**src/core/dcm_pkg.sv**
```systemverilog
// ************************************************************
// Constants and types of the configuration message handler
// ************************************************************
package dcm_pkg;

   // ************************************************************
   // Timing
   // ************************************************************
   localparam int CLK_HZ = 40_000_000;
   localparam int LINK_BAUD = 9600;
   // Nearest whole cycle; the residual error is far inside a UART's tolerance
   localparam int BIT_CYCLES = (CLK_HZ + LINK_BAUD / 2) / LINK_BAUD;
   localparam int DATA_TIMEOUT_US = 5000;
   localparam int DATA_TIMEOUT_CYCLES = DATA_TIMEOUT_US * (CLK_HZ / 1_000_000);

   // ************************************************************
   // Link framing
   // ************************************************************
   localparam logic [3:0] FRAME_START_IDX = 4'h0;
   localparam logic [3:0] FRAME_STOP_IDX = 4'h9;

   // ************************************************************
   // Command and reply codes
   // ************************************************************
   localparam logic [7:0] CMD_SET_CFG0 = 8'h81;
   localparam logic [7:0] CMD_GET_CFG0 = 8'h82;
   localparam logic [7:0] CMD_SET_REF = 8'h83;
   localparam logic [7:0] CMD_GET_REF = 8'h84;
   localparam logic [7:0] CMD_STAT0 = 8'h85;
   localparam logic [7:0] CMD_STAT1 = 8'h86;
   localparam logic [7:0] CMD_SET_CFG2 = 8'h87;
   localparam logic [7:0] CMD_GET_CFG2 = 8'h88;
   localparam int CMD_FLAG_BIT = 7;
   localparam int ACK_FLAG_BIT = 6;
   localparam logic [7:0] ACK_STAT1 = 8'h46;

   // ************************************************************
   // Register layout and reset values
   // ************************************************************
   localparam logic [7:0] CFG0_WRITE_MASK = 8'h7f;
   localparam logic [7:0] CFG2_WRITE_MASK = 8'h1f;
   localparam logic [7:0] CFG0_RESET = 8'h00;
   localparam logic [7:0] REF_RESET = 8'h40;
   localparam logic [7:0] CFG2_RESET = 8'h00;
   localparam int CFG0_PULLUP_BIT = 6;
   localparam int CFG0_SLEEP_BIT = 5;
   localparam int CFG0_NEUTRAL_BIT = 4;
   localparam int CFG0_GATE_LOCK_BIT = 3;
   localparam int CFG0_SHORT_BIT = 2;
   localparam int CFG0_OC_LSB = 0;
   localparam int CFG2_DEAD_LSB = 2;
   localparam int CFG2_BLANK_LSB = 0;
   localparam logic [7:0] STAT1_LIVE_MASK = 8'h2c;
   localparam logic [7:0] STAT1_CFG_LOST = 8'h10;

   // ************************************************************
   // Configuration carried to the analog blocks
   // ************************************************************
   typedef struct packed {
      logic pullup_connect;
      logic sleep_sel;
      logic neutral_sim_en;
      logic gate_lockout_en;
      logic short_detect_en;
      logic [1:0] oc_thresh;
      logic [7:0] current_ref;
      logic [2:0] dead_time_sel;
      logic [1:0] blank_time_sel;
   } dcm_cfg_t;

   localparam dcm_cfg_t CFG_OUT_RESET = '{
      pullup_connect: 1'b1,
      sleep_sel: 1'b0,
      neutral_sim_en: 1'b0,
      gate_lockout_en: 1'b1,
      short_detect_en: 1'b1,
      oc_thresh: 2'h0,
      current_ref: REF_RESET,
      dead_time_sel: 3'h0,
      blank_time_sel: 2'h0
   };

endpackage : dcm_pkg

```
**src/core/dcm_msg_handler.sv**
```systemverilog
`timescale 1ns/100ps
// Notes on behaviour
// 81H plus data writes config zero; 82H reads
// 83H plus data loads reference; 84H reads
// Reference code starts at 40H after reset
// 85H and 86H request status, no data
// 87H plus data writes config two; 88H reads
// Config zero bit 6 keeps pull-up while disabled
// Bit 5 selects sleep, forcing pull-up disconnect
// Bit 4 enables neutral simulator, default off
// Bit 3 set disables gate lockout
// Bit 2 set disables short-circuit detection
// Bits 1:0 pick overcurrent threshold
// Config two bits 4:2 select dead time
// Config two bits 1:0 select blanking time
// Reply header echoes command, bit 6 acks
// Reference acks carry the code in effect
// Status acks 45H/46H then status byte
// Unsolicited status headers are 85H and 86H
// Status zero carries supply and thermal flags
// Status one carries gate, overcurrent, 5V flags
// Configuration-lost flag is set after reset
// Config two replies 07H/47H and 08H/48H
// Bytes are 9600 baud, start, eight, stop
// Missing data byte draws rejection after 5 ms
// Unsolicited message only on flag rising
// Lost flag clears on sending 46H ack
// Reserved configuration bits always read zero
// Unknown command is rejected with echo
module dcm_msg_handler #(
   parameter int BIT_CYCLES = dcm_pkg::BIT_CYCLES,
   parameter int TIMEOUT_CYCLES = dcm_pkg::DATA_TIMEOUT_CYCLES
) (
   // Clock and reset
   input wire logic I_CLK_SYS,
   input wire logic I_RST,
   // Single-wire host link, open drain
   input wire logic I_LINK_IN,
   output logic O_LINK_OUT,
   output logic O_LINK_OE_N,
   // Device state
   input wire logic I_CHIP_EN,
   input wire logic [7:0] I_SUPPLY_FLAGS,
   input wire logic [7:0] I_GATE_FLAGS,
   // Configuration to the analog blocks
   output dcm_pkg::dcm_cfg_t O_CFG,
   output logic O_CFG_LOST
);
   localparam int TW = $clog2(TIMEOUT_CYCLES + 1);

   typedef enum logic [1:0] {
      ST_IDLE,
      ST_WAIT_DATA,
      ST_TX_HDR,
      ST_TX_DATA
   } dcm_state_t;

   dcm_state_t state;
   logic [7:0] cfg0;
   logic [7:0] cfg_ref;
   logic [7:0] cfg2;
   logic cfg_lost;
   logic [7:0] stat0;
   logic [7:0] stat1;
   logic [7:0] prev0;
   logic [7:0] prev1;
   logic pend0;
   logic pend1;
   logic [7:0] cmd;
   logic [7:0] resp_hdr;
   logic [7:0] resp_data;
   logic resp_two;
   logic [TW-1:0] timer;
   logic rx_valid;
   logic [7:0] rx_data;
   logic rx_busy;
   logic tx_valid;
   logic [7:0] tx_data;
   logic tx_ready;
   logic drive_low;
   logic wr_en;
   logic timeout;
   logic can_send;
   logic launch0;
   logic launch1;
   logic cmd_rx;

   // ************************************************************
   // Helpers
   // ************************************************************
   function automatic logic [7:0] reply_hdr(input logic [7:0] c, input logic ack);
      logic [7:0] h;
      h = c;
      h[dcm_pkg::CMD_FLAG_BIT] = 1'b0;
      h[dcm_pkg::ACK_FLAG_BIT] = ack;
      return h;
   endfunction : reply_hdr

   function automatic logic [7:0] write_value(input logic [7:0] c, input logic [7:0] d);
      logic [7:0] v;
      v = d;
      if (c == dcm_pkg::CMD_SET_CFG0) begin
         v = d & dcm_pkg::CFG0_WRITE_MASK;
      end else if (c == dcm_pkg::CMD_SET_CFG2) begin
         v = d & dcm_pkg::CFG2_WRITE_MASK;
      end
      return v;
   endfunction : write_value

   // ************************************************************
   // Link framer
   // ************************************************************
   dcm_link_uart #(
      .BIT_CYCLES(BIT_CYCLES)
   ) u_uart (
      .i_clk(I_CLK_SYS),
      .i_rst(I_RST),
      .i_line(I_LINK_IN),
      .o_drive_low(drive_low),
      .o_rx_valid(rx_valid),
      .o_rx_data(rx_data),
      .o_rx_busy(rx_busy),
      .i_tx_valid(tx_valid),
      .i_tx_data(tx_data),
      .o_tx_ready(tx_ready)
   );

   // Only ever pulls low; the pull-up gives the high level
   assign O_LINK_OUT = 1'b0;
   assign O_LINK_OE_N = !drive_low;
   assign O_CFG_LOST = cfg_lost;

   // ************************************************************
   // Status bytes and event detection
   // ************************************************************
   assign stat0 = I_SUPPLY_FLAGS;
   assign stat1 = (I_GATE_FLAGS & dcm_pkg::STAT1_LIVE_MASK) | (cfg_lost ? dcm_pkg::STAT1_CFG_LOST : 8'h00);

   assign cmd_rx = (state == ST_IDLE) && rx_valid && rx_data[dcm_pkg::CMD_FLAG_BIT];
   assign wr_en = (state == ST_WAIT_DATA) && rx_valid;
   assign timeout = (state == ST_WAIT_DATA) && !rx_valid && (timer == TW'(TIMEOUT_CYCLES - 1));
   // Never start talking over a host byte in progress
   assign can_send = (state == ST_IDLE) && !rx_valid && !rx_busy && tx_ready && I_CHIP_EN;
   assign launch0 = can_send && pend0;
   assign launch1 = can_send && !pend0 && pend1;

   always_ff @(posedge I_CLK_SYS) begin
      if (I_RST) begin
         prev0 <= 8'h00;
         prev1 <= 8'h00;
         pend0 <= 1'b0;
         pend1 <= 1'b1;
      end else begin
         prev0 <= stat0;
         prev1 <= stat1 & dcm_pkg::STAT1_LIVE_MASK;
         // A new rising flag wins over the clear of the same cycle
         pend0 <= (pend0 && !launch0) || (|(stat0 & ~prev0));
         pend1 <= (pend1 && !launch1) || (|(stat1 & dcm_pkg::STAT1_LIVE_MASK & ~prev1));
      end
   end

   // ************************************************************
   // Configuration-lost flag
   // ************************************************************
   always_ff @(posedge I_CLK_SYS) begin
      if (I_RST) begin
         cfg_lost <= 1'b1;
      end else if (state == ST_TX_HDR && tx_ready && resp_hdr == dcm_pkg::ACK_STAT1) begin
         cfg_lost <= 1'b0;
      end
   end

   // ************************************************************
   // Configuration registers
   // ************************************************************
   always_ff @(posedge I_CLK_SYS) begin
      if (I_RST) begin
         cfg0 <= dcm_pkg::CFG0_RESET;
         cfg_ref <= dcm_pkg::REF_RESET;
         cfg2 <= dcm_pkg::CFG2_RESET;
      end else if (wr_en) begin
         unique case (cmd)
            dcm_pkg::CMD_SET_CFG0: cfg0 <= write_value(cmd, rx_data);
            dcm_pkg::CMD_SET_REF: cfg_ref <= rx_data;
            dcm_pkg::CMD_SET_CFG2: cfg2 <= write_value(cmd, rx_data);
            default: cfg0 <= cfg0;
         endcase
      end
   end

   always_ff @(posedge I_CLK_SYS) begin
      if (I_RST) begin
         O_CFG <= dcm_pkg::CFG_OUT_RESET;
      end else begin
         // Sleep always drops the pull-up while disabled
         O_CFG.pullup_connect <= I_CHIP_EN ||
            (cfg0[dcm_pkg::CFG0_PULLUP_BIT] && !cfg0[dcm_pkg::CFG0_SLEEP_BIT]);
         O_CFG.sleep_sel <= cfg0[dcm_pkg::CFG0_SLEEP_BIT];
         O_CFG.neutral_sim_en <= cfg0[dcm_pkg::CFG0_NEUTRAL_BIT];
         O_CFG.gate_lockout_en <= !cfg0[dcm_pkg::CFG0_GATE_LOCK_BIT];
         O_CFG.short_detect_en <= !cfg0[dcm_pkg::CFG0_SHORT_BIT];
         O_CFG.oc_thresh <= cfg0[dcm_pkg::CFG0_OC_LSB +: 2];
         O_CFG.current_ref <= cfg_ref;
         O_CFG.dead_time_sel <= cfg2[dcm_pkg::CFG2_DEAD_LSB +: 3];
         O_CFG.blank_time_sel <= cfg2[dcm_pkg::CFG2_BLANK_LSB +: 2];
      end
   end

   // ************************************************************
   // Command decode and reply sequencing
   // ************************************************************
   assign tx_valid = (state == ST_TX_HDR) || (state == ST_TX_DATA);
   assign tx_data = (state == ST_TX_DATA) ? resp_data : resp_hdr;

   always_ff @(posedge I_CLK_SYS) begin
      if (I_RST) begin
         state <= ST_IDLE;
         cmd <= 8'h00;
         resp_hdr <= 8'h00;
         resp_data <= 8'h00;
         resp_two <= 1'b0;
         timer <= '0;
      end else begin
         unique case (state)
            ST_IDLE: begin
               if (cmd_rx) begin
                  cmd <= rx_data;
                  timer <= '0;
                  resp_two <= 1'b1;
                  resp_hdr <= reply_hdr(rx_data, 1'b1);
                  state <= ST_TX_HDR;
                  unique case (rx_data)
                     dcm_pkg::CMD_SET_CFG0, dcm_pkg::CMD_SET_REF, dcm_pkg::CMD_SET_CFG2: begin
                        state <= ST_WAIT_DATA;
                     end
                     dcm_pkg::CMD_GET_CFG0: resp_data <= cfg0;
                     dcm_pkg::CMD_GET_REF: resp_data <= cfg_ref;
                     dcm_pkg::CMD_STAT0: resp_data <= stat0;
                     dcm_pkg::CMD_STAT1: resp_data <= stat1;
                     dcm_pkg::CMD_GET_CFG2: resp_data <= cfg2;
                     default: begin
                        resp_two <= 1'b0;
                        resp_hdr <= reply_hdr(rx_data, 1'b0);
                     end
                  endcase
               end else if (launch0) begin
                  resp_hdr <= dcm_pkg::CMD_STAT0;
                  resp_data <= stat0;
                  resp_two <= 1'b1;
                  state <= ST_TX_HDR;
               end else if (launch1) begin
                  resp_hdr <= dcm_pkg::CMD_STAT1;
                  resp_data <= stat1;
                  resp_two <= 1'b1;
                  state <= ST_TX_HDR;
               end
            end
            ST_WAIT_DATA: begin
               timer <= timer + 1'b1;
               if (wr_en) begin
                  resp_hdr <= reply_hdr(cmd, 1'b1);
                  resp_data <= write_value(cmd, rx_data);
                  resp_two <= 1'b1;
                  state <= ST_TX_HDR;
               end else if (timeout) begin
                  resp_hdr <= reply_hdr(cmd, 1'b0);
                  resp_two <= 1'b0;
                  state <= ST_TX_HDR;
               end
            end
            ST_TX_HDR: begin
               if (tx_ready) begin
                  state <= resp_two ? ST_TX_DATA : ST_IDLE;
               end
            end
            ST_TX_DATA: begin
               if (tx_ready) begin
                  state <= ST_IDLE;
               end
            end
         endcase
      end
   end

   // ************************************************************
   // Checks
   // ************************************************************
   a_ref_reset_value: assert property (@(posedge I_CLK_SYS) $fell(I_RST) |-> cfg_ref == 8'h40 ##1 O_CFG.current_ref == 8'h40)
      else $error("Reference code not 40H after reset");

   a_lost_after_reset: assert property (@(posedge I_CLK_SYS) $fell(I_RST) |-> cfg_lost && pend1)
      else $error("Configuration-lost flag not set after reset");

   a_lost_clear_cause: assert property (@(posedge I_CLK_SYS) disable iff (I_RST)
      $fell(cfg_lost) |-> $past(state == ST_TX_HDR && tx_ready && tx_data == 8'h46))
      else $error("Configuration-lost flag cleared without 46H ack");

   a_reserved_bits_zero: assert property (@(posedge I_CLK_SYS) disable iff (I_RST)
      cfg0[7] == 1'b0 && cfg2[7:5] == 3'h0)
      else $error("Reserved configuration bits not zero");

   a_sleep_pullup_off: assert property (@(posedge I_CLK_SYS) disable iff (I_RST)
      cfg0[5] && !I_CHIP_EN |=> !O_CFG.pullup_connect && O_CFG.sleep_sel)
      else $error("Pull-up kept connected in sleep");

   a_timeout_reject: assert property (@(posedge I_CLK_SYS) disable iff (I_RST)
      state == ST_WAIT_DATA ##1 (state == ST_WAIT_DATA && !rx_valid)[*8] ##0 timer == TW'(TIMEOUT_CYCLES - 1)
      |=> state == ST_TX_HDR && resp_hdr == {2'b00, cmd[5:0]} && !resp_two)
      else $error("Missing data byte not rejected on time");

   a_status_ack: assert property (@(posedge I_CLK_SYS) disable iff (I_RST)
      state == ST_IDLE && rx_valid && rx_data == 8'h85
      |=> state == ST_TX_HDR && resp_hdr == 8'h45 && resp_two ##0 tx_data == 8'h45)
      else $error("Status zero request not acknowledged with 45H");

   a_unknown_reject: assert property (@(posedge I_CLK_SYS) disable iff (I_RST)
      state == ST_IDLE && rx_valid && rx_data[7] && (rx_data[6:5] != 2'b00 || rx_data[4:0] > 5'h08 || rx_data[4:0] == 5'h00)
      |=> resp_hdr == {2'b00, $past(rx_data[5:0])} && !resp_two)
      else $error("Unknown command not rejected with echo");

   a_cfg2_write: assert property (@(posedge I_CLK_SYS) disable iff (I_RST)
      state == ST_WAIT_DATA && rx_valid && cmd == 8'h87
      |=> cfg2 == {3'b000, $past(rx_data[4:0])} && resp_hdr == 8'h47 ##1 O_CFG.dead_time_sel == cfg2[4:2])
      else $error("Config two write not applied or not acked with 47H");

   a_unsol_on_rise: assert property (@(posedge I_CLK_SYS) disable iff (I_RST)
      launch0 |=> state == ST_TX_HDR && resp_hdr == 8'h85 && (!pend0 || $past(|(stat0 & ~prev0))))
      else $error("Unsolicited status zero message malformed");

   a_cfg0_write: assert property (@(posedge I_CLK_SYS) disable iff (I_RST)
      state == ST_WAIT_DATA && rx_valid && cmd == 8'h81
      |=> cfg0 == {1'b0, $past(rx_data[6:0])} && resp_hdr == 8'h41 && resp_data == cfg0)
      else $error("Config zero write not applied or not acked with 41H");

   a_pend_set_wins: assert property (@(posedge I_CLK_SYS) disable iff (I_RST)
      (|(stat1 & 8'h2c & ~prev1)) |=> pend1)
      else $error("Rising status one flag not marked pending");

   a_ref_read_reply: assert property (@(posedge I_CLK_SYS) disable iff (I_RST)
      state == ST_IDLE && rx_valid && rx_data == 8'h84
      |=> state == ST_TX_HDR && resp_hdr == 8'h44 && resp_data == cfg_ref && resp_two)
      else $error("Reference read not acked with 44H and the code");

endmodule : dcm_msg_handler

```
**src/core/dcm_link_uart.sv**
```systemverilog
`timescale 1ns/100ps
// ************************************************************
// Half-duplex byte framer for the single-wire link
// ************************************************************
module dcm_link_uart #(
   parameter int BIT_CYCLES = dcm_pkg::BIT_CYCLES
) (
   // Clock and reset
   input wire logic i_clk,
   input wire logic i_rst,
   // Line
   input wire logic i_line,
   output logic o_drive_low,
   // Received bytes
   output logic o_rx_valid,
   output logic [7:0] o_rx_data,
   output logic o_rx_busy,
   // Bytes to send
   input wire logic i_tx_valid,
   input wire logic [7:0] i_tx_data,
   output logic o_tx_ready
);
   localparam int CW = $clog2(BIT_CYCLES);

   logic [CW-1:0] rx_cnt;
   logic [CW-1:0] tx_cnt;
   logic [3:0] rx_bit;
   logic [3:0] tx_bit;
   logic [7:0] rx_shift;
   logic [9:0] tx_shift;
   logic line_prev;
   logic tx_busy;

   assign o_tx_ready = !tx_busy;

   // ************************************************************
   // Receiver, blind while we transmit so our own echo is dropped
   // ************************************************************
   always_ff @(posedge i_clk) begin
      if (i_rst) begin
         line_prev <= 1'b1;
         o_rx_busy <= 1'b0;
         o_rx_valid <= 1'b0;
         o_rx_data <= 8'h00;
         rx_shift <= 8'h00;
         rx_cnt <= '0;
         rx_bit <= 4'h0;
      end else begin
         line_prev <= i_line;
         o_rx_valid <= 1'b0;
         if (!o_rx_busy) begin
            if (line_prev && !i_line && !tx_busy) begin
               o_rx_busy <= 1'b1;
               rx_cnt <= CW'(BIT_CYCLES / 2 - 1);
               rx_bit <= dcm_pkg::FRAME_START_IDX;
            end
         end else if (rx_cnt != '0) begin
            rx_cnt <= rx_cnt - 1'b1;
         end else begin
            rx_cnt <= CW'(BIT_CYCLES - 1);
            rx_bit <= rx_bit + 4'h1;
            if (rx_bit == dcm_pkg::FRAME_START_IDX && i_line) begin
               o_rx_busy <= 1'b0;
            end else if (rx_bit == dcm_pkg::FRAME_STOP_IDX) begin
               // A low stop bit is a framing error: the byte is dropped
               o_rx_busy <= 1'b0;
               o_rx_valid <= i_line;
               o_rx_data <= rx_shift;
            end else if (rx_bit != dcm_pkg::FRAME_START_IDX) begin
               rx_shift <= {i_line, rx_shift[7:1]};
            end
         end
      end
   end

   // ************************************************************
   // Transmitter, start bit, eight data bits LSB first, stop bit
   // ************************************************************
   always_ff @(posedge i_clk) begin
      if (i_rst) begin
         tx_busy <= 1'b0;
         tx_shift <= 10'h3ff;
         tx_cnt <= '0;
         tx_bit <= 4'h0;
         o_drive_low <= 1'b0;
      end else if (!tx_busy) begin
         if (i_tx_valid) begin
            tx_busy <= 1'b1;
            tx_shift <= {1'b1, i_tx_data, 1'b0};
            tx_cnt <= CW'(BIT_CYCLES - 1);
            tx_bit <= dcm_pkg::FRAME_START_IDX;
            o_drive_low <= 1'b1;
         end
      end else if (tx_cnt != '0) begin
         tx_cnt <= tx_cnt - 1'b1;
      end else if (tx_bit == dcm_pkg::FRAME_STOP_IDX) begin
         tx_busy <= 1'b0;
         o_drive_low <= 1'b0;
      end else begin
         tx_shift <= {1'b1, tx_shift[9:1]};
         tx_bit <= tx_bit + 4'h1;
         tx_cnt <= CW'(BIT_CYCLES - 1);
         o_drive_low <= !tx_shift[1];
      end
   end

endmodule : dcm_link_uart

```
**config.mk**
```make
export PLATFORM = sky130hd
export DESIGN_NAME = dcm_msg_handler
export DESIGN_NICKNAME = d
export VERILOG_FILES = /design/src/core/dcm_pkg.sv /design/src/core/dcm_msg_handler.sv /design/src/core/dcm_link_uart.sv
export SDC_FILE = /design/constraint.sdc
export NUM_CORES = 1
export LEC_CHECK = 0
export ABC_CLOCK_PERIOD_IN_PS = 4600
export BUFFER_PORTS_ARGS = -buffer_cell sky130_fd_sc_hd__clkbuf_2
export CORE_ASPECT_RATIO = 1.75
export CORE_UTILIZATION = 66
export DETAILED_ROUTE_END_ITERATION = 10
export PLACE_DENSITY = 0.85
export SLEW_MARGIN = 10
export SYNTH_ARGS = -nofsm -noshare
export SYNTH_HDL_FRONTEND = slang
export SYNTH_SLANG_ARGS = --single-unit
```
**constraint.sdc**
```tcl
create_clock -name I_CLK_SYS -period 4.6 [get_ports I_CLK_SYS]
set_input_delay 0.92 -clock I_CLK_SYS [delete_from_list [all_inputs] [get_ports I_CLK_SYS]]
set_output_delay 0.92 -clock I_CLK_SYS [all_outputs]
set_load 0.01 [all_outputs]
```
==> key figures <==
Clock tree
  – Post-CTS Hold Fix Bufs: 0
  – CTS max path bufs: 2
  – Root Buffer: clkbuf_16
  – Resize count post-CTS: 0
  – Postcts setup bufs: 0
  – Worst-path clk slew: 0.06 ns
  – Clk sinks: 164
  – H-tree levels: 4
  – Worst-Skew Late Latency: 0.42 ns
  – CTS tree: built
  – CTS Buf Count: 17

Timing
  – Unrepaired setup endpoints after global routing: false
  – Final setup vio count: 0
  – Clk_skew: 0.00967 ns
  – Period utilization: 0.617
  – Final Hold Slack: 0.418 ns
  – Slew @ Worst Pin: 1.19 ns
  – Hold violation total from the final report: 0
  – Worst slew margin: 0.205
  – Max-slew violation count: 0
  – Min Clock Period, post-route: 2.84 ns
  – Max Clk Rate: 352 MHz
  – Setup TNS: 0 ns

Critical path
  – WP data required: 4.89 ns
  – Crit path max fanout: 21
  – CP Launch Type: flip-flop
  – CP max stage cell: dfxtp_1
  – Crit-path cells: nor2b_1 > a21o_1 > o211ai_1 > nor3_1 > a2111oi_0
  – Crit path largest cell delay: 0.86 ns
  – Crit path DAT: 3.13 ns
  – WS Path Type: flip-flop to flip-flop
  – Critical Path Sink Type: flip-flop

Placed design
  – Final GP Congestion: 0.935
  – Port-buffer cells: 36
  – Placed cell areas: 0.00776 sq mm
  – Placed insts: 1,013
  – Post-DP HPWL: 12,500 um

Layout
  – Final nets: 928
  – Diodes inserted: 0
  – Area grow syn2layout: 11.0%
  – Filler cells: 767
  – Final Non-Filler Cells: 1,045
  – Layout cell share with drive strength beyond 1: 0.111
  – Fin area: 0.00839 sq mm

Routing
  – Routed Antenna Nets: 0
  – DRT iter0 DRCs: 631
  – Vias/cell: 6.48
  – WL/cell: 17.8 um
  – Drt total wl: 18,600 um
  – Vias: 6,773
  – DRC viols: 0
  – Drt first pass iters: 5

Floorplanning
  – Full die area: 0.0119 sq mm
  – Die X: 82.9 um
  – Core area: 0.0112 sq mm
  – Initial cell density of the core: 0.677
  – # rows: 51
  – I/O pin count: 43
  – Die height: 144 um

Hold path
  – Worst hold path class: flip-flop to flip-flop

Synth
  – Syn Inst Count: 889
  – Mapped Avg Cell Area: 8.50 sq um
  – Flops & latches, synth: 164
  – Synth Cell Area: 0.00756 sq mm
  – Post-synth net total: 917
  – Sequential area share after synthesis: 0.434
  – Post-synth cell types: 74
  – Fraction of registers with async set/reset: 0
  – Main flop type after synthesis: dfxtp_1
  – Syn. warnings: 0
  – Number of enable flip-flop cells after synthesis: 0

GRT
  – Total global routing overflow: 0
  – Overall Global Routing Usage: 0.321
  – First-pass GRT wire length: 31,100 um
  – Largest net degree at the start of global routing: 75
  – Vias in the first global route: 6,863
  – Initial antenna violation count: 0

Pwr
  – Maximum vdd drop: 0.000539 V
  – Total power draw: 4.50 mW
  – Cell Pwr Density: 536 mW/mm^2
  – Pleak: 3.13 nW

Flow run
  – Max-cap viol count: 0

Run status
  – Status: completed
-- per-layer routing --
layer	wire length (um)	track usage
met5	0	0
met3	1170	0.0666
met2	9810	0.582
met4	685	0.189
met1	6920	0.342
-- state kept, by name (all words and copies together), names as in the netlist, 2 cells and up --
register,cells
u_uart.tx_cnt,13
cfg_ref,8
u_uart.rx_cnt,13
resp_data,8
u_uart.o_rx_data,8
u_uart.rx_shift,8
u_uart.tx_bit,4
u_uart.tx_shift,8
prev0,8
cmd,8
prev1,3
resp_hdr,8
cfg2,7
timer,18
state,2
u_uart.rx_bit,4
O_CFG,20
cfg0,7
-- synthesized netlist by cell type, types with 7 or more instances --
| master | number | share of area |
|---|---|---|
| dfxtp_1 | 164 | 0.43 |
| nand2_1 | 106 | 0.053 |
| nor2_1 | 85 | 0.042 |
| a21oi_1 | 66 | 0.044 |
| mux2i_1 | 44 | 0.058 |
| clkbuf_1 | 41 | 0.020 |
| o21ai_0 | 38 | 0.025 |
| inv_1 | 32 | 0.016 |
| nor2b_1 | 29 | 0.024 |
| nand3_1 | 24 | 0.016 |
| nor3_1 | 17 | 0.011 |
| or3_1 | 17 | 0.014 |
| nand2b_1 | 15 | 0.012 |
| nand4_1 | 11 | 0.0091 |
| nor4_1 | 11 | 0.0091 |
| a31oi_1 | 10 | 0.0083 |
| o211ai_1 | 10 | 0.0099 |
| a221oi_1 | 8 | 0.0093 |
| ha_1 | 8 | 0.013 |
| o31ai_1 | 8 | 0.0079 |
| xor2_1 | 8 | 0.0093 |
| nand4b_1 | 7 | 0.0081 |
-- power breakdown --
| part | switching (mW) | total [mW] | internal, mW |
|---|---|---|---|
| clock network | 0.581 | 1.45 | 0.873 |
| registers | 0.196 | 1.80 | 1.61 |
| logic | 0.763 | 1.24 | 0.477 |
-- worst max-delay path, delay by kind of cell (launching register included) --
| family | cells | cell delay [ns] |
|---|---|---|
| and+or+nand+nor | 2 | 0.32 |
| AOI/OAI and AO/OA | 3 | 1.52 |
| DFF | 1 | 0.86 |
-- path summary, 6_finish.rpt --
check                                                       from                   endpoint  slack [ns]  cells past startpoint
worst max register to register  u_uart.o_rx_data[0]$_SDFFE_PP0P_  resp_data[0]$_SDFFE_PP0P_        1.76                      5
worst min register to register              cfg0[2]$_SDFFE_PP0P_       O_CFG[15]$_SDFF_PP1_        0.42                      1
worst max-delay path            u_uart.o_rx_data[0]$_SDFFE_PP0P_  resp_data[0]$_SDFFE_PP0P_        1.76                      5
worst min-delay path                        cfg0[2]$_SDFFE_PP0P_       O_CFG[15]$_SDFF_PP1_        0.42                      1
-- cells in the final DEF, fill, tap and decap left out, drive strengths merged, types with 25 or more instances in the layout --
cell type  count
nor2          85
mux2i         44
nand2        106
nor2b         29
a21oi         66
clkbuf        53
inv           35
o21ai         38
dfxtp        164
nand3         25
-- kinds of logic (layout without fill, tap and decap cells) --
family	count (synthesis)	count (layout)	synth area share
other	1	1	0.000496
DFF	164	164	0.434
adders and majority gates	8	8	0.0132
buffers and inverters	82	106	0.0417
muxes	47	47	0.0627
AOI/OAI and AO/OA	193	193	0.165
xor gates and xnor gates	12	12	0.0139
and+or+nand+nor	382	382	0.268
-- cell type report --
| class | count | area (sq um) | share of cell area |
|---|---|---|---|
| flip-flops and latches | 164 | 3280 | 0.391 |
| well taps | 132 | 165 | 0.0197 |
| multi-input cells | 643 | 3980 | 0.474 |
| clock buffers | 18 | 439 | 0.0524 |
| inverters | 32 | 120 | 0.0143 |
| repair buffers | 42 | 228 | 0.0272 |
| clock inverters | 14 | 176 | 0.0210 |
-- per-stage QoR --
stage                     utilization  setup slack (ns)
after floorplan                     -              2.31
after global placement          0.695              1.64
after detailed placement        0.695              1.60
after CTS                       0.750              1.80
after global routing            0.751              1.53
final                           0.751              1.76
No activity file was read; power rests on OpenSTA's default activity.
